`config.mk`:
```
export PLATFORM = sky130hd
export DESIGN_NAME = fbgp_top
export DESIGN_NICKNAME = d
export VERILOG_FILES = /design/src/rtl/fbgp_pkg.sv /design/src/rtl/fbgp_tone_if.sv /design/src/rtl/fbgp_tone.sv /design/src/rtl/fbgp_top.sv
export VERILOG_INCLUDE_DIRS = /design/src /design/src/rtl
export SDC_FILE = /design/constraint.sdc
export NUM_CORES = 1
export LEC_CHECK = 0
export BUFFER_PORTS_ARGS = -buffer_cell sky130_fd_sc_hd__buf_2
export CAP_MARGIN = 10
export CORE_AREA = 2 2 162 164
export DETAILED_ROUTE_END_ITERATION = 8
export DIE_AREA = 0 0 164 166
export PLACE_DENSITY = 0.69
export RECOVER_POWER = 100
export REMOVE_ABC_BUFFERS = 1
export SLEW_MARGIN = 20
export SYNTH_ARGS = -nofsm -noshare
export SYNTH_HDL_FRONTEND = slang
export SYNTH_SLANG_ARGS = --single-unit
```
`constraint.sdc`:
```
create_clock -name CORE_CLK -period 6.8 [get_ports CORE_CLK]
set_clock_uncertainty 0.1 [all_clocks]
set_input_delay 0.68 -clock CORE_CLK [delete_from_list [all_inputs] [get_ports CORE_CLK]]
set_output_delay 0.68 -clock CORE_CLK [all_outputs]
set_load 0.005 [all_outputs]
```
`src/rtl/fbgp_cfg.svh`:
```
`ifndef FBGP_CFG_SVH
`define FBGP_CFG_SVH

`define FBGP_OFS_DONE_LOW   8'h60
`define FBGP_OFS_DONE_HIGH  8'h61
`define FBGP_OFS_TONE_CFG   8'h62
`define FBGP_OFS_LINKS_LOW  8'h63
`define FBGP_OFS_LINKS_HIGH 8'h64
`define FBGP_OFS_ONE_SHOT   8'h65
`define FBGP_OFS_PIN_DIR    8'h70
`define FBGP_OFS_PIN_TYPE   8'h71
`define FBGP_OFS_PIN_LEVEL  8'h72

`define FBGP_RST_BYTE       8'h00
`define FBGP_DUR_MSB        7
`define FBGP_DUR_LSB        5
`define FBGP_FREQ_MSB       4
`define FBGP_FREQ_LSB       0
`define FBGP_DUR_OFF        3'h0
`define FBGP_DUR_HOLD       3'h7
`define FBGP_DUR_SHIFT      2

`define FBGP_CLK_HZ         200000000
`define FBGP_MS_PER_S       1000
`define FBGP_TONE_STEP_HZ   125
`define FBGP_MS_CYCLES      (`FBGP_CLK_HZ / `FBGP_MS_PER_S)
`define FBGP_HALF_BASE      (`FBGP_CLK_HZ / (2 * `FBGP_TONE_STEP_HZ))

`endif

```
`src/rtl/fbgp_pkg.sv`:
```
`default_nettype none
package fbgp_pkg;
  typedef enum logic [1:0] {
    FBGP_IDLE = 2'b01,
    FBGP_RUN  = 2'b10
  } fbgp_state_t;
  typedef logic [13:0] fbgp_sensor_t;
  typedef logic [7:0]  fbgp_byte_t;
endpackage
`default_nettype wire

```
`src/rtl/fbgp_tone_if.sv`:
```
`default_nettype none
interface fbgp_tone_if;
  import fbgp_pkg::*;
  logic         start;
  logic [2:0]   dur_code;
  logic [4:0]   freq_code;
  fbgp_sensor_t links;
  fbgp_sensor_t touch;
  logic         active;
  logic         tone;
  modport ctrl (output start, output dur_code, output freq_code, output links,
                output touch, input active, input tone);
  modport gen  (input start, input dur_code, input freq_code, input links,
                input touch, output active, output tone);
endinterface
`default_nettype wire

```
`src/rtl/fbgp_tone.sv`:
```
`include "fbgp_cfg.svh"
`default_nettype none
module fbgp_tone #(
  parameter int unsigned MS_CYCLES = `FBGP_MS_CYCLES,
  parameter int unsigned HALF_BASE = `FBGP_HALF_BASE
) (
  input  wire logic     clk,
  input  wire logic     rst,
  fbgp_tone_if.gen      tif
);
  import fbgp_pkg::*;

  // ----------------------------------------
  // Activation state, settings latched at start
  // ----------------------------------------
  fbgp_state_t  state;
  logic [2:0]   dur_lat;
  logic [4:0]   freq_lat;
  fbgp_sensor_t links_lat;
  logic [31:0]  pre;
  logic [8:0]   ms_cnt;
  logic [31:0]  acc;
  logic         wave;

  wire          held     = |(tif.touch & links_lat);
  // Shift amount kept at four bits so code 6 reaches 256 ms without wrapping
  wire [8:0]    len_ms   = 9'(9'h1 << (4'(dur_lat) + 4'(`FBGP_DUR_SHIFT)));
  wire          ms_tick  = (pre == MS_CYCLES - 1);
  wire          hold_end = (dur_lat == `FBGP_DUR_HOLD) && !held;
  wire          time_end = (dur_lat != `FBGP_DUR_HOLD) && ms_tick && (ms_cnt == len_ms - 9'h1);
  wire [31:0]   acc_sum  = acc + 32'(freq_lat);
  wire          wrap     = (acc_sum >= HALF_BASE);

  always_ff @(posedge clk or posedge rst) begin
    if (rst) begin
      state     <= FBGP_IDLE;
      dur_lat   <= `FBGP_DUR_OFF;
      freq_lat  <= 5'h00;
      links_lat <= 14'h0000;
      pre       <= 32'h0000_0000;
      ms_cnt    <= 9'h000;
      acc       <= 32'h0000_0000;
      wave      <= 1'b0;
    end else if (tif.start) begin
      dur_lat   <= tif.dur_code;
      freq_lat  <= tif.freq_code;
      links_lat <= tif.links;
      pre       <= 32'h0000_0000;
      ms_cnt    <= 9'h000;
      acc       <= 32'h0000_0000;
      wave      <= 1'b1;
      state     <= (tif.dur_code == `FBGP_DUR_OFF) ? FBGP_IDLE : FBGP_RUN;
    end else begin
      case (state)
        FBGP_IDLE: begin
          wave <= 1'b0;
        end
        FBGP_RUN: begin
          pre <= ms_tick ? 32'h0000_0000 : pre + 32'h1;
          if (ms_tick) begin
            ms_cnt <= ms_cnt + 9'h001;
          end
          acc <= wrap ? acc_sum - HALF_BASE : acc_sum;
          if (wrap) begin
            wave <= ~wave;
          end
          if (hold_end || time_end) begin
            state <= FBGP_IDLE;
          end
        end
        default: begin
          state <= FBGP_IDLE;
        end
      endcase
    end
  end

  assign tif.active = (state == FBGP_RUN);
  assign tif.tone   = tif.active && ((freq_lat == 5'h00) || wave);
endmodule
`default_nettype wire

```
`src/rtl/fbgp_top.sv`:
```
`include "fbgp_cfg.svh"
`default_nettype none
module fbgp_top #(
  parameter int unsigned MS_CYCLES = `FBGP_MS_CYCLES,
  parameter int unsigned HALF_BASE = `FBGP_HALF_BASE
) (
  input  wire logic            CORE_CLK,
  input  wire logic            RST,
  input  wire logic [7:0]      REG_ADDR,
  input  wire logic            REG_WR_EN,
  input  wire fbgp_pkg::fbgp_byte_t REG_WDATA,
  input  wire logic            REG_RD_EN,
  output logic [7:0]           REG_RDATA,
  input  wire logic            MAIN_IRQ_CLEAR,
  input  wire logic            DEEP_SLEEP_REQUEST,
  input  wire logic [10:0]     LAMP_BEHAVIOUR_DONE,
  input  wire logic [10:0]     LAMP_SENSOR_LINKED,
  input  wire logic [7:0]      LAMP_OUTPUT_CONTROL,
  input  wire logic [7:0]      LAMP_LINKED_TOUCH,
  input  wire fbgp_pkg::fbgp_sensor_t TOUCH_INPUT,
  input  wire logic [7:0]      LAMP_PIN_IN,
  output logic [7:0]           LAMP_PIN_OUT,
  output logic [7:0]           LAMP_PIN_OE,
  input  wire logic [7:0]      PIN_IRQ_ENABLE,
  input  wire logic [7:0]      PIN_CHANGE_CLEAR,
  output logic [7:0]           PIN_CHANGE_FLAG,
  output logic                 PIN_IRQ,
  output logic                 TONE_OUT
);
  import fbgp_pkg::*;

  // ----------------------------------------
  // Register storage
  // ----------------------------------------
  fbgp_byte_t   tone_output_config;
  fbgp_byte_t   tone_sensor_links_low;
  fbgp_byte_t   tone_sensor_links_high;
  fbgp_byte_t   pin_direction_select;
  fbgp_byte_t   pin_drive_type_select;
  fbgp_byte_t   pin_level_readback;
  logic [10:0]  lamp_behaviour_done;
  logic [7:0]   pin_change_flag;
  logic [7:0]   pin_sync1;
  logic [7:0]   pin_prev;
  fbgp_sensor_t touch_prev;
  logic         sleep_prev;
  logic         tone_q;

  fbgp_tone_if  tif ();

  // ----------------------------------------
  // Address decode
  // ----------------------------------------
  wire          wr_cfg      = REG_WR_EN && (REG_ADDR == `FBGP_OFS_TONE_CFG);
  wire          wr_links_lo = REG_WR_EN && (REG_ADDR == `FBGP_OFS_LINKS_LOW);
  wire          wr_links_hi = REG_WR_EN && (REG_ADDR == `FBGP_OFS_LINKS_HIGH);
  wire          wr_shot     = REG_WR_EN && (REG_ADDR == `FBGP_OFS_ONE_SHOT);
  wire          wr_dir      = REG_WR_EN && (REG_ADDR == `FBGP_OFS_PIN_DIR);
  wire          wr_type     = REG_WR_EN && (REG_ADDR == `FBGP_OFS_PIN_TYPE);

  // ----------------------------------------
  // Tone trigger
  // ----------------------------------------
  wire [2:0]    dur_code    = tone_output_config[`FBGP_DUR_MSB:`FBGP_DUR_LSB];
  wire [4:0]    freq_code   = tone_output_config[`FBGP_FREQ_MSB:`FBGP_FREQ_LSB];
  wire [13:0]   links       = {tone_sensor_links_high[6:0], tone_sensor_links_low[6:0]};
  wire          touch_fire  = |(TOUCH_INPUT & ~touch_prev & links);
  wire          shot_fire   = wr_shot && (dur_code != `FBGP_DUR_OFF)
                              && (dur_code != `FBGP_DUR_HOLD);

  assign tif.start     = touch_fire || shot_fire;
  assign tif.dur_code  = dur_code;
  assign tif.freq_code = freq_code;
  assign tif.links     = links;
  assign tif.touch     = TOUCH_INPUT;

  fbgp_tone #(
    .MS_CYCLES (MS_CYCLES),
    .HALF_BASE (HALF_BASE)
  ) u_tone (
    .clk (CORE_CLK),
    .rst (RST),
    .tif (tif)
  );

  // ----------------------------------------
  // Lamp done flags
  // ----------------------------------------
  wire          sleep_rise  = DEEP_SLEEP_REQUEST && !sleep_prev;
  wire          done_clear  = MAIN_IRQ_CLEAR || sleep_rise;
  wire [10:0]   done_set    = LAMP_BEHAVIOUR_DONE & ~LAMP_SENSOR_LINKED;
  wire [10:0]   next_done   = (done_clear ? 11'h000 : lamp_behaviour_done) | done_set;

  // ----------------------------------------
  // Pin drive and sampling
  // ----------------------------------------
  wire [7:0]    lamp_active = LAMP_OUTPUT_CONTROL | LAMP_LINKED_TOUCH;
  wire [7:0]    pin_changed = (pin_level_readback ^ pin_prev) & ~pin_direction_select;
  wire [7:0]    next_flag   = (pin_change_flag & ~PIN_CHANGE_CLEAR) | pin_changed;

  genvar g;
  generate
    for (g = 0; g < 8; g++) begin : g_pin
      always_ff @(posedge CORE_CLK or posedge RST) begin
        if (RST) begin
          LAMP_PIN_OUT[g] <= 1'b0;
          LAMP_PIN_OE[g]  <= 1'b0;
        end else if (!pin_direction_select[g]) begin
          LAMP_PIN_OUT[g] <= 1'b0;
          LAMP_PIN_OE[g]  <= 1'b0;
        end else if (pin_drive_type_select[g]) begin
          LAMP_PIN_OUT[g] <= lamp_active[g];
          LAMP_PIN_OE[g]  <= 1'b1;
        end else begin
          LAMP_PIN_OUT[g] <= 1'b0;
          LAMP_PIN_OE[g]  <= lamp_active[g];
        end
      end
    end
  endgenerate

  // ----------------------------------------
  // Read mux
  // ----------------------------------------
  logic [7:0] rd_mux;
  always_comb begin
    case (REG_ADDR)
      `FBGP_OFS_DONE_LOW:   rd_mux = lamp_behaviour_done[7:0];
      `FBGP_OFS_DONE_HIGH:  rd_mux = {5'h00, lamp_behaviour_done[10:8]};
      `FBGP_OFS_TONE_CFG:   rd_mux = tone_output_config;
      `FBGP_OFS_LINKS_LOW:  rd_mux = {1'b0, tone_sensor_links_low[6:0]};
      `FBGP_OFS_LINKS_HIGH: rd_mux = {1'b0, tone_sensor_links_high[6:0]};
      `FBGP_OFS_PIN_DIR:    rd_mux = pin_direction_select;
      `FBGP_OFS_PIN_TYPE:   rd_mux = pin_drive_type_select;
      `FBGP_OFS_PIN_LEVEL:  rd_mux = pin_level_readback;
      default:              rd_mux = `FBGP_RST_BYTE;
    endcase
  end

  // ----------------------------------------
  // Registers
  // ----------------------------------------
  always_ff @(posedge CORE_CLK or posedge RST) begin
    if (RST) begin
      tone_output_config     <= `FBGP_RST_BYTE;
      tone_sensor_links_low  <= `FBGP_RST_BYTE;
      tone_sensor_links_high <= `FBGP_RST_BYTE;
      pin_direction_select   <= `FBGP_RST_BYTE;
      pin_drive_type_select  <= `FBGP_RST_BYTE;
    end else begin
      if (wr_cfg) begin
        tone_output_config <= REG_WDATA;
      end
      if (wr_links_lo) begin
        tone_sensor_links_low <= REG_WDATA;
      end
      if (wr_links_hi) begin
        tone_sensor_links_high <= REG_WDATA;
      end
      if (wr_dir) begin
        pin_direction_select <= REG_WDATA;
      end
      if (wr_type) begin
        pin_drive_type_select <= REG_WDATA;
      end
    end
  end

  always_ff @(posedge CORE_CLK or posedge RST) begin
    if (RST) begin
      pin_sync1          <= 8'h00;
      pin_level_readback <= 8'h00;
      pin_prev           <= 8'h00;
      pin_change_flag    <= 8'h00;
      lamp_behaviour_done <= 11'h000;
      touch_prev         <= 14'h0000;
      sleep_prev         <= 1'b0;
      REG_RDATA          <= `FBGP_RST_BYTE;
      PIN_IRQ            <= 1'b0;
      tone_q             <= 1'b0;
    end else begin
      pin_sync1           <= LAMP_PIN_IN;
      pin_level_readback  <= pin_sync1;
      pin_prev            <= pin_level_readback;
      pin_change_flag     <= next_flag;
      lamp_behaviour_done <= next_done;
      touch_prev          <= TOUCH_INPUT;
      sleep_prev          <= DEEP_SLEEP_REQUEST;
      REG_RDATA           <= REG_RD_EN ? rd_mux : REG_RDATA;
      PIN_IRQ             <= |(next_flag & PIN_IRQ_ENABLE);
      tone_q              <= tif.tone;
    end
  end

  assign PIN_CHANGE_FLAG = pin_change_flag;
  assign TONE_OUT        = tone_q;
endmodule
`default_nettype wire

```
==> summary.md <==
| Metric | Value |
|---|---|
| Category of the worst setup path launch point | `register` |
| Global-route usage over all layers | `20.8%` |
| Maximum root-to-sink buffer count | `3` |
| Die width | `~160 um` |
| Normalized max-slew margin | `-158%` |
| Seq/Total Area, Yosys | `48.4%` |
| First-pass GRT wire length | `46.5 mm` |
| Post-Synth XOR/XNOR Area | `about 5.1%` |
| Main combinational cell family by area after synthesis | `simple AND/OR/NAND/NOR gates` |
| Transition time at the pin with the least slew margin | `roughly 3.9 ns` |
| Met2 wirelength from detailed routing | `13.6 mm` |
| Count of buffers from port buffering | `roughly 130` |
| Cell row count | `just under 60` |
| Cells after Synth | `between 1000 and 1500` |
| Number of antenna violations at the first check in global routing | `0` |
| Layout cells sized above 1 | `15.2%` |
| Delay of the slowest critical-path stage | `between 0.7 and 0.8 ns` |
| Number of setup violations in the final report | `0` |
| Clock sink count | `220` |
| Crit path setup slack, layout | `roughly 1.0 ns` |
| Post-route cell area | `13000 sq um` |
| Final critical delay including setup and external delays | `between 5 and 6 ns` |
| Required time of the critical path | `7.14 ns` |
| Ports placed on the boundary | `132` |
| Multiplexer area fraction after synthesis | `~6%` |
| Largest area contributor in the netlist | `sky130_fd_sc_hd__dfrtp_1` |
| Worst-case vdd ir drop | `0.210 mV` |
| Register cell area after layout | `5510 sq um` |
| Status | `complete, but fails checks` |
| Complex-gate fraction of the synthesized area | `14.6%` |
| Number of buffers inserted during clock tree synthesis | `25` |
| Uppermost metal layer occupied by signal nets | `met4` |
| Worst setup slack after placement | `1.32 ns` |
| Antenna diode instance count | `0` |
| Flops & latches, synth | `220` |
| Synth Area in Simple Gates | `a little over 20%` |
| Unique masters post-synth | `78` |
| HPWL after detailed placement | `20.0 mm` |
| DRT iter0 DRCs | `approximately 610` |
| Max Clk Rate | `173 MHz` |
| Total gr overflow | `0` |
| Critical path start-end classification | `reg2reg` |
| Final Max Slew Viols | `around 340` |
| Resized cells post-CTS | `0` |
| Insertion delay to the later sink of the worst-skew pair | `0.53 ns` |
| CP cell instances | `ha_1 > and3_1 > a221oi_1 > clkbuf_1 > nor2_1 > nand2_1 > xnor2_1 > inv_1 > ha_1 > nand2b_1 > a21oi_1 > or4b_1 > o21ai_0 > a21oi_1 > nor4_4 > buf_4 > o31ai_1 > a2111o_1 > o21ai_0` |
| Effective utilization at floorplan | `44.4%` |
| Wire length on met3 | `approximately 1.5 mm` |
| Worst-path maximum fanout | `13` |
| Clock tree from TritonCTS | `yes` |
| Routability Congestion | `0.916` |
| Multi-input combinational cell area | `5460 sq um` |
| Fill cells | `2333` |
| Power density normalized to cell area | `roughly 260 nW/um^2` |
| Largest cells by area after synthesis | `sky130_fd_sc_hd__dfrtp_1 48%, sky130_fd_sc_hd__nand2_1 5.7%, sky130_fd_sc_hd__mux2_2 4.5%, sky130_fd_sc_hd__nor2_1 3.2%, sky130_fd_sc_hd__xnor2_1 2.7%` |
| Die Area | `~27000 sq um` |
| Relative area change from synthesis to final layout | `14.7%` |
| Total negative slack | `0 ns` |
| Share of synthesized flip-flops with an asynchronous set or reset | `between 90% and 100%` |
| Synthesis warning total | `0` |
| Reported max-cap violation count | `5` |
| Final critical-path share of the clock period | `84.9%` |
| H-Tree Level Count | `1` |
| Most frequently used flop master after synthesis | `sky130_fd_sc_hd__dfrtp_1` |
| Hold Path Class | `in2reg` |
| Router iterations before antenna repair | `7` |
| Failing checks | `capacitance limit, slew limit` |
| Largest net degree at the start of global routing | `86` |
| Number of hold buffers added after CTS | `0` |
| Synthesized area per cell | `9.66 sq um` |
| Setup crit end kind | `register` |
| Average wire length per cell after detail routing | `17.2 um` |
| Wire length reported by the detailed router | `28.4 mm` |
| Vias in the first global route | `8835` |
| Die height | `166 um` |
| Area share of the leading cell type in the synthesized netlist | `48.2%` |
| Number of nets in the layout | `1407` |
| Final Hold Viols | `0` |
| Synth Area in Adders | `1.94%` |
| Leakage Power | `5.94 nW` |
| Routed Antenna Nets | `0` |
| Root Buffer Master | `sky130_fd_sc_hd__clkbuf_16` |
| Post-DR vias/cell | `5.63` |
| Number of setup buffers added after CTS | `0` |
| Post-Route Utilization | `approximately 50%` |
| RSZ-0062 raised after global routing | `no` |
| Via count | `roughly 9000` |
| Post-synth EDFFs | `0` |
| Cell Area, Synth | `11400 sq um` |
| Slowest cell on the critical path | `sky130_fd_sc_hd__nor4_4` |
| Post-DP Area | `12300 sq um` |
| Clock transition at path regs | `0.06 ns` |
| Floorplan Core Area | `25600 sq um` |
| # DRC | `0` |
| Worst Path Arrival | `6.11 ns` |
| Met1 wire length | `12.6 mm` |
==> layer usage <==
layer | track usage [%] | vias to the layer above
li1 | - | 4465
met1 | 29.2 | 4480
met2 | 33.8 | 258
met3 | 3.57 | 46
met4 | 5.00 | 0
met5 | 0 | -
==> per-stage QoR <==
stage	hold slack [ns]	instances	power, W
finish	0.153	1644	0.00333
CTS	0.135	1644	0.00337
global placement	0.232	1600	0.00199
floorplan	0.231	1122	0.00181
detailed placement	0.235	1600	0.00200
global route	0.137	1644	0.00349
==> kinds of logic after synthesis <==
family | count (synthesis)
AND/OR/NAND/NOR | 474
AO/OA/AOI/OAI | 248
flip-flops | 220
buffers and inverters | 92
XOR/XNOR | 66
multiplexers | 60
adder cells (fa/ha/maj) | 17
==> final cells by class <==
type	count	share of cell area, %
flip-flops and latches	220	42.2
repair buffers	143	5.20
clock inverters	7	0.730
clock buffers	37	5.68
well taps	335	3.22
inverters	37	1.08
multi-input cells	865	41.9
==> cells in the mapped netlist, types with 10 or more instances <==
library cell,number
sky130_fd_sc_hd__a21oi_1,59
sky130_fd_sc_hd__a22oi_1,13
sky130_fd_sc_hd__and3_1,15
sky130_fd_sc_hd__buf_1,10
sky130_fd_sc_hd__clkbuf_1,30
sky130_fd_sc_hd__dfrtp_1,219
sky130_fd_sc_hd__ha_1,16
sky130_fd_sc_hd__inv_1,36
sky130_fd_sc_hd__mux2_2,45
sky130_fd_sc_hd__mux2i_1,14
sky130_fd_sc_hd__nand2_1,174
sky130_fd_sc_hd__nand3_1,38
sky130_fd_sc_hd__nand3b_1,12
sky130_fd_sc_hd__nand4_1,30
sky130_fd_sc_hd__nor2_1,96
sky130_fd_sc_hd__nor3_1,21
sky130_fd_sc_hd__nor4_1,14
sky130_fd_sc_hd__o211a_1,10
sky130_fd_sc_hd__o21ai_0,57
sky130_fd_sc_hd__o22ai_1,16
sky130_fd_sc_hd__or3_1,24
sky130_fd_sc_hd__xnor2_1,35
sky130_fd_sc_hd__xor2_1,31
==> sequential cells by signal (all words and copies together), names as in the netlist, 9 cells and up <==
signal	cells
lamp_behaviour_done	11
u_tone.acc	32
touch_prev	14
u_tone.links_lat	14
u_tone.pre	32
u_tone.ms_cnt	9
==> power by group <==
| group | switching, W | internal, W |
|---|---|---|
| Combinational | 0.000318 | 0.000190 |
| Sequential | 0.0000800 | 0.00138 |
| Clock | 0.000533 | 0.000826 |
==> final timing paths <==
check / start / endpoint / cells after the start / slack (ns)
worst max-delay path: u_tone.freq_lat[4]$_DFFE_PP0N_ / u_tone.acc[23]$_DFFE_PP0P_ / 19 / 1.03
worst min-delay path: LAMP_PIN_IN[3] / pin_sync1[3]$_DFF_PP0_ / 1 / 0.15
worst max register to register: u_tone.freq_lat[4]$_DFFE_PP0N_ / u_tone.acc[23]$_DFFE_PP0P_ / 19 / 1.03
worst min register to register: pin_sync1[0]$_DFF_PP0_ / pin_level_readback[0]$_DFF_PP0_ / 0 / 0.25
max in group asynchronous: RST / tone_sensor_links_high[4]$_DFFE_PP0P_ / 3 / 2.47
min in group asynchronous: RST / sleep_prev$_DFF_PP0_ / 2 / 1.18
==> layout by cell type (no fill, tap or decap), drive strengths merged, types with 5 or more instances in the layout <==
cell       n
nand2b     8
nand3     38
inv       36
buf       99
o31a       9
o21ai     58
o41ai      5
and3      16
and4       5
nand3b    12
xor2      31
or3       25
xnor2     35
a222oi     5
nor2      96
nand2    174
o31ai      5
a21o       7
a21oi     59
nor4      17
a31oi      5
o211a     10
mux2i     14
nand4     30
o2bb2ai    8
o211ai     9
or4        8
mux2      45
nor3      22
ha        16
a22oi     13
dfrtp    219
a221oi     5
o22ai     16
clkbuf    81
==> critical path: cells and delay by family, from the launching register on <==
| family | cells | cell delay, ns |
|---|---|---|
| flip-flops | 1 | 0.40 |
| buffers and inverters | 3 | 0.70 |
| XOR/XNOR | 1 | 0.16 |
| adder cells (fa/ha/maj) | 2 | 0.63 |
| AO/OA/AOI/OAI | 7 | 1.20 |
| AND/OR/NAND/NOR | 6 | 2.47 |
(Power assumes the default switching activity.)
